<file path="src/design/asr_pkg.sv">
// Constants, types and helpers shared by the serial receiver files
package asr_pkg;

  // ----------------------------------------------------------------
  // Register map (byte addresses)
  // ----------------------------------------------------------------
  localparam int unsigned ADDR_W       = 8;
  localparam logic [7:0]  OFF_CTRL     = 8'h00;
  localparam logic [7:0]  OFF_BAUD     = 8'h04;
  localparam logic [7:0]  OFF_STATUS   = 8'h08;
  localparam logic [7:0]  OFF_DATA     = 8'h0C;
  localparam logic [7:0]  OFF_IRQ_STS  = 8'h10;
  localparam logic [7:0]  OFF_IRQ_MASK = 8'h14;

  // ----------------------------------------------------------------
  // Field positions and reset values
  // ----------------------------------------------------------------
  localparam int unsigned CTRL_W          = 7;
  localparam int unsigned CTRL_PORT_EN    = 0;
  localparam int unsigned CTRL_RX_EN      = 1;
  localparam int unsigned CTRL_SYNC_SEL   = 2;
  localparam int unsigned CTRL_NINE       = 3;
  localparam int unsigned CTRL_RX_IE      = 4;
  localparam int unsigned CTRL_PERIPH_IE  = 5;
  localparam int unsigned CTRL_GLOBAL_IE  = 6;
  localparam logic [6:0]  CTRL_RST        = 7'h00;

  localparam int unsigned BAUD_W   = 16;
  localparam logic [15:0] BAUD_RST = 16'h0035;

  localparam int unsigned STS_PENDING = 0;
  localparam int unsigned STS_FERR    = 1;
  localparam int unsigned STS_OVERRUN = 2;
  localparam int unsigned STS_IDLE    = 3;
  localparam int unsigned STS_NINTH   = 4;

  localparam int unsigned DATA_FERR   = 9;

  localparam int unsigned EV_W    = 3;
  localparam int unsigned EV_CHAR = 0;
  localparam int unsigned EV_FERR = 1;
  localparam int unsigned EV_OVR  = 2;
  localparam logic [2:0]  EV_RST  = 3'h0;

  // ----------------------------------------------------------------
  // Bit timing in sample ticks, data bit counts and FIFO depth
  // ----------------------------------------------------------------
  localparam int unsigned OVERSAMPLE = 16;
  localparam logic [3:0]  HALF_BIT   = 4'h7;
  localparam logic [3:0]  SMP_A      = 4'hD;
  localparam logic [3:0]  SMP_B      = 4'hE;
  localparam logic [3:0]  SMP_C      = 4'hF;
  localparam logic [3:0]  BITS_EIGHT = 4'h8;
  localparam logic [3:0]  BITS_NINE  = 4'h9;

  localparam int unsigned FIFO_DEPTH = 2;
  localparam logic [1:0]  FIFO_FULL  = 2'h2;

  // ----------------------------------------------------------------
  // Types
  // ----------------------------------------------------------------
  typedef logic [1:0]  asr_cnt_t;
  typedef logic [0:0]  asr_ptr_t;
  typedef logic [3:0]  asr_sub_t;
  typedef logic [15:0] asr_baud_t;
  typedef logic [31:0] asr_word_t;

  typedef enum logic [1:0] {RX_IDLE, RX_START, RX_DATA, RX_STOP} asr_rx_e;

  typedef struct packed {
    logic       ferr;
    logic [8:0] data;
  } asr_char_s;

  typedef struct packed {
    asr_char_s [FIFO_DEPTH-1:0] mem;
    asr_char_s                  rdata;
  } asr_mem_s;

  typedef struct packed {
    logic [6:0]  ctrl;
    asr_baud_t   baud;
    asr_baud_t   div;
    logic        tick;
    logic        rx_prev;
    asr_rx_e     st;
    asr_sub_t    sub;
    logic [3:0]  bitn;
    logic [1:0]  samp;
    logic [8:0]  shreg;
    logic        overrun;
    asr_ptr_t    wr_ptr;
    asr_ptr_t    rd_ptr;
    asr_cnt_t    count;
    logic [2:0]  irq_sts;
    logic [2:0]  irq_mask;
    logic        pready;
    logic        pslverr;
    asr_word_t   prdata;
    logic        irq;
    logic        pending;
    logic        idle;
  } asr_rx_s;

  // ----------------------------------------------------------------
  // Helpers
  // ----------------------------------------------------------------
  function automatic logic majority(input logic a, input logic b, input logic c);
    majority = (a & b) | (a & c) | (b & c);
  endfunction

endpackage

</file>
<file path="src/design/asr_fifo_mem.sv">
// Two-entry character store with registered read data
`timescale 1ns/1ns
module asr_fifo_mem (
  // Clock and reset
  input  wire logic              pclk,
  input  wire logic              presetn,
  // Write port
  input  wire logic              we,
  input  wire asr_pkg::asr_ptr_t waddr,
  input  wire asr_pkg::asr_char_s wdata,
  // Read port
  input  wire asr_pkg::asr_ptr_t raddr,
  output asr_pkg::asr_char_s     rdata
);

  asr_pkg::asr_mem_s q;
  asr_pkg::asr_mem_s next_q;

  // ----------------------------------------------------------------
  // Storage
  // ----------------------------------------------------------------
  always_comb begin
    next_q = q;
    if (we) begin
      next_q.mem[waddr] = wdata;
    end
    // Forward a write to the slot being read so a fresh head is never stale
    if (we && (waddr == raddr)) begin
      next_q.rdata = wdata;
    end else begin
      next_q.rdata = q.mem[raddr];
    end
  end

  always_ff @(posedge pclk or negedge presetn) begin
    if (!presetn) begin
      q <= '0;
    end else begin
      q <= next_q;
    end
  end

  assign rdata = q.rdata;

endmodule

</file>
<file path="src/design/asr_receiver.sv">
// Asynchronous serial receiver with APB registers and interrupt
`timescale 1ns/1ns
module asr_receiver (
  // Clock and reset
  input  wire logic             pclk,
  input  wire logic             presetn,
  // APB slave
  input  wire logic             psel,
  input  wire logic             penable,
  input  wire logic             pwrite,
  input  wire logic [7:0]       paddr,
  input  wire logic [31:0]      pwdata,
  output logic [31:0]           prdata,
  output logic                  pready,
  output logic                  pslverr,
  // Serial line
  input  wire logic             serial_input_pin,
  // Status and interrupt
  output logic                  receive_pending_flag,
  output logic                  rx_idle,
  output logic                  irq
);

  asr_pkg::asr_rx_s   q;
  asr_pkg::asr_rx_s   next_q;

  logic               mem_we;
  asr_pkg::asr_char_s mem_wdata;
  asr_pkg::asr_char_s mem_rdata;

  logic               rx_on;
  logic               acc;
  logic               push;
  logic               pop;
  logic               bit_val;
  logic [2:0]         ev;
  logic [2:0]         rd_clear;
  logic [3:0]         nbits;
  asr_pkg::asr_char_s done_char;

  // ----------------------------------------------------------------
  // Character store
  // ----------------------------------------------------------------
  asr_fifo_mem u_mem (
    .pclk    (pclk),
    .presetn (presetn),
    .we      (mem_we),
    .waddr   (q.wr_ptr),
    .wdata   (mem_wdata),
    .raddr   (q.rd_ptr),
    .rdata   (mem_rdata)
  );

  // ----------------------------------------------------------------
  // Next state
  // ----------------------------------------------------------------
  always_comb begin
    next_q    = q;
    next_q.tick = 1'b0;
    mem_we    = 1'b0;
    mem_wdata = '0;
    push      = 1'b0;
    pop       = 1'b0;
    bit_val   = 1'b0;
    ev        = '0;
    rd_clear  = '0;
    done_char = '0;

    rx_on = q.ctrl[asr_pkg::CTRL_PORT_EN] & q.ctrl[asr_pkg::CTRL_RX_EN]
          & ~q.ctrl[asr_pkg::CTRL_SYNC_SEL];
    nbits = q.ctrl[asr_pkg::CTRL_NINE] ? asr_pkg::BITS_NINE : asr_pkg::BITS_EIGHT;

    // ----------------------------------------------------------------
    // Sample-tick divider
    // ----------------------------------------------------------------
    // One tick per sixteenth of a bit; the divider only runs with the port on
    if (!q.ctrl[asr_pkg::CTRL_PORT_EN]) begin
      next_q.div = '0;
    end else if (q.div >= q.baud) begin
      next_q.div  = '0;
      next_q.tick = 1'b1;
    end else begin
      next_q.div = asr_pkg::asr_baud_t'(q.div + 16'h0001);
    end

    // ----------------------------------------------------------------
    // Receive state machine
    // ----------------------------------------------------------------
    next_q.rx_prev = serial_input_pin;
    if (!rx_on) begin
      next_q.st = asr_pkg::RX_IDLE;
    end else begin
      unique case (q.st)
        asr_pkg::RX_IDLE: begin
          // A receiver stuck in overrun ignores the line entirely
          if (q.rx_prev && !serial_input_pin && !q.overrun) begin
            next_q.st  = asr_pkg::RX_START;
            next_q.sub = '0;
          end
        end
        asr_pkg::RX_START: begin
          if (q.tick) begin
            if (q.sub == asr_pkg::HALF_BIT) begin
              next_q.sub  = '0;
              next_q.bitn = '0;
              if (serial_input_pin) begin
                next_q.st = asr_pkg::RX_IDLE;
              end else begin
                next_q.st = asr_pkg::RX_DATA;
              end
            end else begin
              next_q.sub = asr_pkg::asr_sub_t'(q.sub + 4'h1);
            end
          end
        end
        asr_pkg::RX_DATA, asr_pkg::RX_STOP: begin
          if (q.tick) begin
            // Sub counter wraps at sixteen, so each centre is one bit apart
            next_q.sub = asr_pkg::asr_sub_t'(q.sub + 4'h1);
            if (q.sub == asr_pkg::SMP_A) begin
              next_q.samp[0] = serial_input_pin;
            end
            if (q.sub == asr_pkg::SMP_B) begin
              next_q.samp[1] = serial_input_pin;
            end
            if (q.sub == asr_pkg::SMP_C) begin
              bit_val = asr_pkg::majority(q.samp[0], q.samp[1], serial_input_pin);
              if (q.st == asr_pkg::RX_DATA) begin
                // Shift register moves only once per bit
                next_q.shreg = {bit_val, q.shreg[8:1]};
                next_q.bitn  = q.bitn + 4'h1;
                if ((q.bitn + 4'h1) == nbits) begin
                  next_q.st = asr_pkg::RX_STOP;
                end
              end else begin
                done_char.ferr = ~bit_val;
                done_char.data = q.ctrl[asr_pkg::CTRL_NINE] ? q.shreg : {1'b0, q.shreg[8:1]};
                next_q.st      = asr_pkg::RX_IDLE;
                ev[asr_pkg::EV_CHAR] = 1'b1;
                ev[asr_pkg::EV_FERR] = ~bit_val;
                if (q.count == asr_pkg::FIFO_FULL) begin
                  // Newest character is dropped; the two held ones survive
                  next_q.overrun      = 1'b1;
                  ev[asr_pkg::EV_OVR] = 1'b1;
                end else begin
                  push = 1'b1;
                end
              end
            end
          end
        end
      endcase
    end

    // ----------------------------------------------------------------
    // APB access phase
    // ----------------------------------------------------------------
    // Answer one cycle into the access phase so all outputs stay registered
    acc            = psel & penable & ~q.pready;
    next_q.pready  = acc;
    next_q.pslverr = 1'b0;
    next_q.prdata  = '0;
    if (acc) begin
      if (pwrite) begin
        unique case (paddr)
          asr_pkg::OFF_CTRL: begin
            next_q.ctrl = pwdata[asr_pkg::CTRL_W-1:0];
            // Dropping receive enable is how software leaves overrun
            if (!pwdata[asr_pkg::CTRL_RX_EN]) begin
              next_q.overrun = 1'b0;
            end
          end
          asr_pkg::OFF_BAUD: begin
            next_q.baud = pwdata[asr_pkg::BAUD_W-1:0];
          end
          asr_pkg::OFF_IRQ_MASK: begin
            next_q.irq_mask = pwdata[asr_pkg::EV_W-1:0];
          end
          asr_pkg::OFF_STATUS, asr_pkg::OFF_DATA, asr_pkg::OFF_IRQ_STS: begin
            // Read-only; pending flag cannot be forced by software
            next_q.pslverr = 1'b0;
          end
          default: begin
            next_q.pslverr = 1'b1;
          end
        endcase
      end else begin
        unique case (paddr)
          asr_pkg::OFF_CTRL: begin
            next_q.prdata[asr_pkg::CTRL_W-1:0] = q.ctrl;
          end
          asr_pkg::OFF_BAUD: begin
            next_q.prdata[asr_pkg::BAUD_W-1:0] = q.baud;
          end
          asr_pkg::OFF_STATUS: begin
            next_q.prdata[asr_pkg::STS_PENDING] = q.pending;
            next_q.prdata[asr_pkg::STS_FERR]    = (q.count != '0) & mem_rdata.ferr;
            next_q.prdata[asr_pkg::STS_NINTH]   = (q.count != '0) & mem_rdata.data[8];
            next_q.prdata[asr_pkg::STS_OVERRUN] = q.overrun;
            next_q.prdata[asr_pkg::STS_IDLE]    = q.idle;
          end
          asr_pkg::OFF_DATA: begin
            // The only window onto whole received characters
            if (q.count != '0) begin
              next_q.prdata[8:0]                = mem_rdata.data;
              next_q.prdata[asr_pkg::DATA_FERR] = mem_rdata.ferr;
              pop = 1'b1;
            end
          end
          asr_pkg::OFF_IRQ_STS: begin
            next_q.prdata[asr_pkg::EV_W-1:0] = q.irq_sts;
            rd_clear = q.irq_sts;
          end
          asr_pkg::OFF_IRQ_MASK: begin
            next_q.prdata[asr_pkg::EV_W-1:0] = q.irq_mask;
          end
          default: begin
            next_q.pslverr = 1'b1;
          end
        endcase
      end
    end

    // ----------------------------------------------------------------
    // FIFO pointers
    // ----------------------------------------------------------------
    // Push and pop may coincide; the count then holds
    if (push) begin
      mem_we        = 1'b1;
      mem_wdata     = done_char;
      next_q.wr_ptr = asr_pkg::asr_ptr_t'(q.wr_ptr + 1'b1);
    end
    if (pop) begin
      next_q.rd_ptr = asr_pkg::asr_ptr_t'(q.rd_ptr + 1'b1);
    end
    unique case ({push, pop})
      2'b10:   next_q.count = asr_pkg::asr_cnt_t'(q.count + 2'h1);
      2'b01:   next_q.count = asr_pkg::asr_cnt_t'(q.count - 2'h1);
      default: next_q.count = q.count;
    endcase

    // ----------------------------------------------------------------
    // Flags and interrupt
    // ----------------------------------------------------------------
    // A new event in the clearing read's cycle is kept
    next_q.irq_sts = (q.irq_sts & ~rd_clear) | ev;
    next_q.pending = (next_q.count != '0) & rx_on;
    next_q.idle    = (next_q.st == asr_pkg::RX_IDLE);
    next_q.irq     = (q.pending & q.ctrl[asr_pkg::CTRL_RX_IE]
                   & q.ctrl[asr_pkg::CTRL_PERIPH_IE] & q.ctrl[asr_pkg::CTRL_GLOBAL_IE])
                   | (|(q.irq_sts & q.irq_mask));
  end

  // ----------------------------------------------------------------
  // State register
  // ----------------------------------------------------------------
  always_ff @(posedge pclk or negedge presetn) begin
    if (!presetn) begin
      q          <= '0;
      q.ctrl     <= asr_pkg::CTRL_RST;
      q.baud     <= asr_pkg::BAUD_RST;
      q.rx_prev  <= 1'b1;
      q.st       <= asr_pkg::RX_IDLE;
      q.irq_sts  <= asr_pkg::EV_RST;
      q.irq_mask <= asr_pkg::EV_RST;
      q.idle     <= 1'b1;
    end else begin
      q <= next_q;
    end
  end

  // ----------------------------------------------------------------
  // Outputs
  // ----------------------------------------------------------------
  assign prdata               = q.prdata;
  assign pready               = q.pready;
  assign pslverr              = q.pslverr;
  assign receive_pending_flag = q.pending;
  assign rx_idle              = q.idle;
  assign irq                  = q.irq;

endmodule

</file>
<file path="config.mk">
export PLATFORM = sky130hd
export DESIGN_NAME = asr_receiver
export DESIGN_NICKNAME = d
export VERILOG_FILES = /design/src/design/asr_pkg.sv /design/src/design/asr_fifo_mem.sv /design/src/design/asr_receiver.sv
export SDC_FILE = /design/constraint.sdc
export NUM_CORES = 1
export LEC_CHECK = 0
export BUFFER_PORTS_ARGS = -buffer_cell sky130_fd_sc_hd__buf_4
export CAP_MARGIN = 15
export CELL_PAD_IN_SITES_DETAIL_PLACEMENT = 0
export CELL_PAD_IN_SITES_GLOBAL_PLACEMENT = 1
export CORE_MARGIN = 4
export CORE_UTILIZATION = 46
export CTS_CLUSTER_SIZE = 28
export DETAILED_ROUTE_END_ITERATION = 8
export GPL_TIMING_DRIVEN = 0
export PLACE_DENSITY_LB_ADDON = 0.3
export SLEW_MARGIN = 40
export SYNTH_ARGS = -nofsm -noshare
export SYNTH_HDL_FRONTEND = slang
export SYNTH_HIERARCHICAL = 1
export SYNTH_SLANG_ARGS = --single-unit
</file>
<file path="constraint.sdc">
create_clock -name pclk -period 2.65 [get_ports pclk]
set_clock_uncertainty 0.05 [all_clocks]
set_input_delay 0.265 -clock pclk [delete_from_list [all_inputs] [get_ports pclk]]
set_output_delay 0.265 -clock pclk [all_outputs]
set_load 0.02 [all_outputs]
</file>
==> impl_metrics.env, run 1 <==
export IMPL_grt_antenna_before_repair=0
export IMPL_fin_nets=790
export IMPL_hp_class="in2reg"
export IMPL_die_x_um=129.5
export IMPL_cts_tree="built"
export IMPL_num_rows=44
export IMPL_stdcell_count=913
export IMPL_synth_avg_cell_area_um2=10.77
export IMPL_powerDensity_mw_per_mm2=563.6
export IMPL_overflow=0
export IMPL_dp_cells=879
export IMPL_synth_async_reset_ratio=1.000
export IMPL_gp_congestion=0.8717
export IMPL_final_cell_mix="118 x dfrtp_1, 91 x buf_4, 54 x nor2_1, 41 x inv_1, 36 x a21oi_1"
export IMPL_grt_util_all_layers=0.1899
export IMPL_yosysUniqueCellTypes=76
export IMPL_h_tree_depth=4
export IMPL_nFillCells=1243
export IMPL_port_buffers=49
export IMPL_drt_wl_total_mm=15.10
export IMPL_finalSetupTns_ns=0
export IMPL_synth_ff_type="dfrtp_1"
export IMPL_setup_worst_path_end_class="flip-flop"
export IMPL_critPathMaxStageDelay_ns=0.55
export IMPL_fmax_ghz=0.4007
export IMPL_grt_pass1_vias=4858
export IMPL_path_delay_family="compound AO/OA/AOI/OAI gates"
export IMPL_place_detailed_hpwl_mm=11.23
export IMPL_synth_cells=630
export IMPL_synth_edf_count=0
export IMPL_finalMaxSlewViolations=0
export IMPL_startpoint="q[92]$_DFFE_PN1P_"
export IMPL_firstDrtPassIters=4
export IMPL_outcome="completed"
export IMPL_hold_start="pwdata[7]"
export IMPL_seq_area_mm2=0.003110
export IMPL_numCtsBuffers=17
export IMPL_power_mw=4.582
export IMPL_synth_seq_cells=124
export IMPL_layout_drive_gt1_share=0.2798
export IMPL_drt_iter0_drc=250
export IMPL_die_h_um=129.5
export IMPL_leakage_nw=3.780
export IMPL_grt_max_degree=70
export IMPL_cts_root_buf="clkbuf_16"
export IMPL_worstMarginPinSlew_ns=0.6646
export IMPL_initial_core_util=0.4686
export IMPL_path_cells="inv_1 > ha_1 > a22o_1 > o41ai_1 > a31oi_2 > buf_2 > nor2_1"
export IMPL_clkSinkCount=124
export IMPL_wire_per_inst_um=16.53
export IMPL_r2r_start="q[92]$_DFFE_PN1P_"
export IMPL_cp_start_kind="flip-flop"
export IMPL_clk_latency_ns=0.41
export IMPL_min_period_ns=2.496
export IMPL_timing_final_crit_share=0.9418
export IMPL_hold_violations=0
export IMPL_crit_buf_inv=2
export IMPL_synthesis_area_mm2=0.006785
export IMPL_syn_to_final_growth_pct=19.82
export IMPL_dieArea_mm2=0.01676
export IMPL_drcViolationCount=0
export IMPL_core_region_area_mm2=0.01448
export IMPL_antenna_cells=0
export IMPL_grt_pass1_wl_mm=24.87
export IMPL_slowest_stage="dfstp_2"
export IMPL_cts_path_max_buffers=2
export IMPL_utilization=0.5615
export IMPL_setup_viol=0
export IMPL_final_common_cell="dfrtp_1"
export IMPL_clkTransAtPathRegs_ns=0.06
export IMPL_yosys_warnings=6
export IMPL_crit_fanout=10
export IMPL_vias=4868
export IMPL_ant_nets=0
export IMPL_yosysSeqAreaShare=0.4584
export IMPL_multi_input_area_mm2=0.003133
export IMPL_vias_per_cell=5.332
export IMPL_crit_type="reg2reg"
export IMPL_cp_required_ns=2.94
export IMPL_io_pins=83
export IMPL_vdd_drop_max_mv=0.4149
export IMPL_slew_headroom=0.5545
export IMPL_rsz0062_at_grt="false"
export IMPL_cap_violations=0
export IMPL_crit_arrival_ns=2.78
export IMPL_cts_setup_buffers=0
-- cells in the mapped netlist, types with 3 or more instances --
| master | count | area (µm²) |
|---|---|---|
| o211ai_1 | 5 | 37.54 |
| nand4_1 | 7 | 43.79 |
| o21a_1 | 4 | 30.03 |
| nor2_1 | 54 | 202.7 |
| o221a_1 | 10 | 112.6 |
| nand3_1 | 20 | 100.1 |
| dfrtp_1 | 118 | 2953 |
| nand2_1 | 22 | 82.58 |
| nor3_1 | 9 | 45.04 |
| xnor2_1 | 8 | 70.07 |
| a21o_1 | 3 | 22.52 |
| a22oi_1 | 3 | 22.52 |
| nor3b_1 | 13 | 97.59 |
| xor2_1 | 14 | 122.6 |
| nand3b_1 | 3 | 22.52 |
| inv_1 | 41 | 153.9 |
| mux2_4 | 10 | 150.1 |
| nand2b_1 | 4 | 25.02 |
| and3_1 | 6 | 37.54 |
| ha_1 | 28 | 350.3 |
| o21ai_0 | 13 | 65.06 |
| buf_2 | 7 | 35.03 |
| a21oi_1 | 36 | 180.2 |
| mux2i_1 | 12 | 120.1 |
| mux2_2 | 29 | 326.6 |
| and3_2 | 6 | 45.04 |
| or2_2 | 4 | 25.02 |
| clkbuf_1 | 7 | 26.28 |
| buf_4 | 43 | 322.8 |
| mux2_1 | 21 | 236.5 |
| nor2b_1 | 7 | 43.79 |
| dfstp_2 | 6 | 157.7 |
-- flip-flops by register name (all words and copies together), names as in the netlist --
signal and flops:
rx_idle 1, pslverr 1, irq 1, q 73, u_mem/rdata 10, prdata 16
pready 1, u_mem/q 20, receive_pending_flag 1
-- path summary, 6_finish.rpt --
kind	to	slack (ns)	cells after the start
setup / recovery	q[80]$_DFF_PN0_	0.15	7
hold reg to reg	u_mem/q[18]$_DFFE_PN0P_	0.44	1
setup reg to reg	q[80]$_DFF_PN0_	0.15	7
hold / removal	q[94]$_DFFE_PN0P_	0.03	2
min in group asynchronous	q[85]$_DFF_PN0_	0.32	2
max in group asynchronous	q[69]$_DFF_PN1_	1.51	3
-- layout make-up --
cell class,instances,area share
Buffer,63,0.05571
Tap cell,184,0.02832
Sequential cell,124,0.3826
Clock buffer,21,0.05663
Multi-Input combinational cell,417,0.3853
Inverter,41,0.01893
Timing Repair Buffer,52,0.05202
Clock inverter,11,0.02047
-- through the flow --
stage	cell area (µm²)	hold WS, ns	setup WS (ns)
2_1_floorplan	6842	-0.08059	0.4991
3_3_place_gp	7440	0.3721	0.2609
3_5_place_dp	7475	0.1707	0.1957
4_1_cts	8122	0.01853	0.1524
5_1_grt	8130	0.01465	0.004701
6_report	8130	0.03360	0.1542
-- metal layers --
| metal | track usage | part of all wire |
|---|---|---|
| met4 | 0.04951 | 0.0099 |
| met5 | 0 | 0 |
| met1 | 0.2511 | 0.44 |
| met2 | 0.3119 | 0.49 |
| met3 | 0.05111 | 0.061 |
-- timing repair --
action                                  CTS  global route
hold buffers                              2             0
endpoints found under the setup margin    0             8
hold endpoints to repair                 55             0
gates resized for setup                   0             2
-- cells by family after synthesis --
family | Yosys count | synth area share
mux | 72 | 0.1228
flops | 124 | 0.4584
compound gates | 101 | 0.1029
buf+inv | 104 | 0.08943
fa+ha+maj | 29 | 0.05311
xor+xnor | 23 | 0.03080
other cells | 1 | 0.0005527
simple gates | 176 | 0.1420
-- power by group --
group	internal, mW	switching [mW]
Sequential	1.91	0.00970
Combinational	0.0919	0.128
Clock	1.62	0.823
Total	3.62	0.961
-- worst register-to-register path: stages (launching register included) --
cell,delay [ns]
dfstp_2,0.55
inv_1,0.05
ha_1,0.28
a22o_1,0.23
o41ai_1,0.53
a31oi_2,0.32
buf_2,0.28
nor2_1,0.14
No activity file was read; power rests on OpenSTA's default activity.
==> run 2: changes to the inputs <==
--- a/config.mk
+++ b/config.mk
@@ -5,12 +5,13 @@
 export SDC_FILE = /design/constraint.sdc
 export NUM_CORES = 1
 export LEC_CHECK = 0
+export ABC_AREA = 1
 export BUFFER_PORTS_ARGS = -buffer_cell sky130_fd_sc_hd__buf_4
 export CAP_MARGIN = 15
 export CELL_PAD_IN_SITES_DETAIL_PLACEMENT = 0
 export CELL_PAD_IN_SITES_GLOBAL_PLACEMENT = 1
 export CORE_MARGIN = 4
-export CORE_UTILIZATION = 46
+export CORE_UTILIZATION = 44
 export CTS_CLUSTER_SIZE = 28
 export DETAILED_ROUTE_END_ITERATION = 8
 export GPL_TIMING_DRIVEN = 0
==> run 2 against run 1 <==
  * Combinational power shrank 14%
  * Power shrank 3.6%
  * Register-to-register slack gained 0.08 ns
  * First-iteration DRC count grew 38%
  * Synthesized cell count grew 35%
  * Sequential cell count is the same
  * Critical endpoint is now receive_pending_flag$_DFF_PN0_
==> impl_metrics.env, run 2 <==
export IMPL_setup_ws_ns=0.2376
export IMPL_synth_seq_cells=124
export IMPL_min_period_ns=2.412
export IMPL_place_detailed_hpwl_mm=11.42
export IMPL_synthSimpleGateAreaFrac=0.2469
export IMPL_initial_core_util=0.4491
export IMPL_firstDrtPassIters=5
export IMPL_vias_per_cell=4.728
export IMPL_synth_common_cells="204 x nand2_1, 118 x dfrtp_1, 110 x inv_1"
export IMPL_drt_iter0_drc=346
export IMPL_cp_start_kind="flip-flop"
export IMPL_setup_worst_path_end_class="flip-flop"
export IMPL_synthesis_area_mm2=0.006802
export IMPL_synth_avg_cell_area_um2=7.983
export IMPL_wire_per_inst_um=13.46
export IMPL_fmax_ghz=0.4145
export IMPL_synthMuxAreaShare=0
export IMPL_cts_path_max_buffers=2
export IMPL_gp_congestion=0.7938
export IMPL_ant_nets=0
export IMPL_synth_cells=852
export IMPL_numCtsBuffers=17
export IMPL_outcome="completed"
export IMPL_grt_max_degree=69
export IMPL_largest_reg_flops=73
export IMPL_yosys_warnings=6
export IMPL_synth_most_common_cell="nand2_1"
export IMPL_clk_latency_ns=0.41
export IMPL_synth_top_family_by_area="simple AND/OR/NAND/NOR gates"
export IMPL_core_region_area_mm2=0.01515
export IMPL_yosysTopAreaCell="dfrtp_1"
export IMPL_leakage_nw=4.115
export IMPL_timing_final_crit_share=0.9104
export IMPL_hold_violations=0
export IMPL_cp_required_ns=2.89
export IMPL_cts_tree="built"
export IMPL_final_common_cell="nand2_1"
export IMPL_synthAdderAreaFrac=0.05151
export IMPL_num_rows=45
export IMPL_grt_pass1_wl_mm=25.95
export IMPL_grt_pass1_vias=5248
export IMPL_finalSetupTns_ns=0
export IMPL_drcViolationCount=0
export IMPL_cap_violations=0
export IMPL_r2r_cells=14
export IMPL_place_ws_ns=0.06462
export IMPL_max_flop_register="q"
export IMPL_cts_root_buf="clkbuf_16"
export IMPL_clkTransAtPathRegs_ns=0.06
export IMPL_antenna_cells=0
export IMPL_port_buffers=49
export IMPL_powerDensity_mw_per_mm2=540.2
export IMPL_drt_wl_total_mm=15.40
export IMPL_vdd_drop_max_mv=0.4485
export IMPL_die_h_um=132.3
export IMPL_die_x_um=132.3
export IMPL_vias=5409
export IMPL_synth_async_reset_ratio=1.000
export IMPL_overflow=0
export IMPL_crit_type="reg2reg"
export IMPL_hp_class="in2reg"
export IMPL_yosysSeqAreaShare=0.4573
export IMPL_synth_compound_area_share=0.1052
export IMPL_h_tree_depth=4
export IMPL_synth_ff_type="dfrtp_1"
export IMPL_synthXorXnorAreaFrac=0.007542
export IMPL_clkSinkCount=124
export IMPL_fin_nets=1017
export IMPL_synth_area_top_cells="dfrtp_1 43%, nand2_1 11%, inv_1 6.1%"
export IMPL_netlist_area_leader_share=0.4341
export IMPL_finalMaxSlewViolations=0
export IMPL_whs_path_depth=3
export IMPL_grt_antenna_before_repair=0
export IMPL_synth_edf_count=0
export IMPL_rsz0062_at_grt="false"
export IMPL_syn_to_final_growth_pct=20.20
export IMPL_crit_arrival_ns=2.66
export IMPL_dieArea_mm2=0.01751
export IMPL_yosysUniqueCellTypes=40
export IMPL_io_pins=83
export IMPL_setup_viol=0
export IMPL_final_cell_mix="204 x nand2_1, 117 x dfrtp_1, 110 x inv_1, 98 x buf_4, 80 x nor2_1"
export IMPL_grt_util_all_layers=0.1844
export IMPL_layout_drive_gt1_share=0.1977
export IMPL_crit_fanout=10
[run 2: cell types whose count changed after synthesis, moves of 21 or more]
cell,delta
nand2_1,+182
inv_1,+69
o21ai_1,+38
mux2_2,-29
nor2_1,+26
o21ai_0,+23
mux2_1,-21
[run 2: logic make-up after synthesis]
| family | after synthesis |
|---|---|
| AND/OR/NAND/NOR | 381 |
| buffers and inverters | 178 |
| AO/OA/AOI/OAI | 135 |
| flip-flops | 124 |
| adder cells (fa/ha/maj) | 28 |
| XOR/XNOR | 5 |
| other | 1 |
[run 2: power breakdown]
group          internal [mW]  switching (mW)  leakage, nW
sequential              1.91         0.00732         1.62
clock                   1.50           0.808        0.293
combinational         0.0715           0.118         2.21
[run 2: final cells by class]
| cell class | count | area, µm² |
|---|---|---|
| repair buffers | 57 | 462.9 |
| fillers | 1443 | 6970 |
| clock buffers | 25 | 505.5 |
| clock inverters | 7 | 87.58 |
| plain buffers | 63 | 459.2 |
| multi-input cells | 565 | 2882 |
| well taps | 188 | 235.2 |
| flip-flops and latches | 124 | 3112 |
| inverters | 115 | 431.7 |
[run 2: what timing repair did]
action	4_1_cts	5_1_grt
endpoints found under the setup margin	0	1
setup buffers	0	4
hold buffers	3	0
gates resized for setup	0	8
endpoints found under the hold margin	56	0
[run 2: per-stage QoR]
step           std cells  utilization  hold WS [ns]  power, mW  instance area [µm²]
3_5_place_dp        1105       0.4949        0.1680      2.137                 7496
5_1_grt             1144       0.5398       0.06048      4.568                 8175
3_3_place_gp        1104       0.4926        0.3634      2.130                 7461
2_1_floorplan        867            -      -0.08059      2.037                 6858
6_report            1144       0.5398       0.04847      4.416                 8175
4_1_cts             1140       0.5361       0.03700      4.462                 8119
[run 2: worst paths after layout]
| path | startpoint | to | slack (ns) |
|---|---|---|---|
| max | q[64]$_DFFE_PN0P_ | receive_pending_flag$_DFF_PN0_ | 0.24 |
| min | pwdata[11] | q[98]$_DFFE_PN0P_ | 0.05 |
| max reg2reg | q[64]$_DFFE_PN0P_ | receive_pending_flag$_DFF_PN0_ | 0.24 |
| min reg2reg | pready$_DFF_PN0_ | pready$_DFF_PN0_ | 0.40 |
| max in group asynchronous | presetn | q[92]$_DFFE_PN1P_ | 1.54 |
| min in group asynchronous | presetn | q[80]$_DFF_PN0_ | 0.31 |
[run 2: metal layers]
metal / share of wire / wire [µm] / global-route usage
met4: 0.015 / 234 / 0.05658
met3: 0.036 / 547 / 0.04389
met5: 0 / 0 / 0
met2: 0.48 / 7466 / 0.3026
met1: 0.46 / 7149 / 0.2431
[run 2: critical path: stages, from the launching register on]
cell	delay (ns)
dfrtp_1	0.39
ha_2	0.20
nand2_2	0.08
inv_1	0.08
nand2_1	0.08
nor2_2	0.16
and3_4	0.22
o21ai_2	0.08
buf_6	0.16
ha_4	0.24
a21oi_2	0.09
o21ai_1	0.09
xor2_1	0.17
o21ai_1	0.16
inv_1	0.05
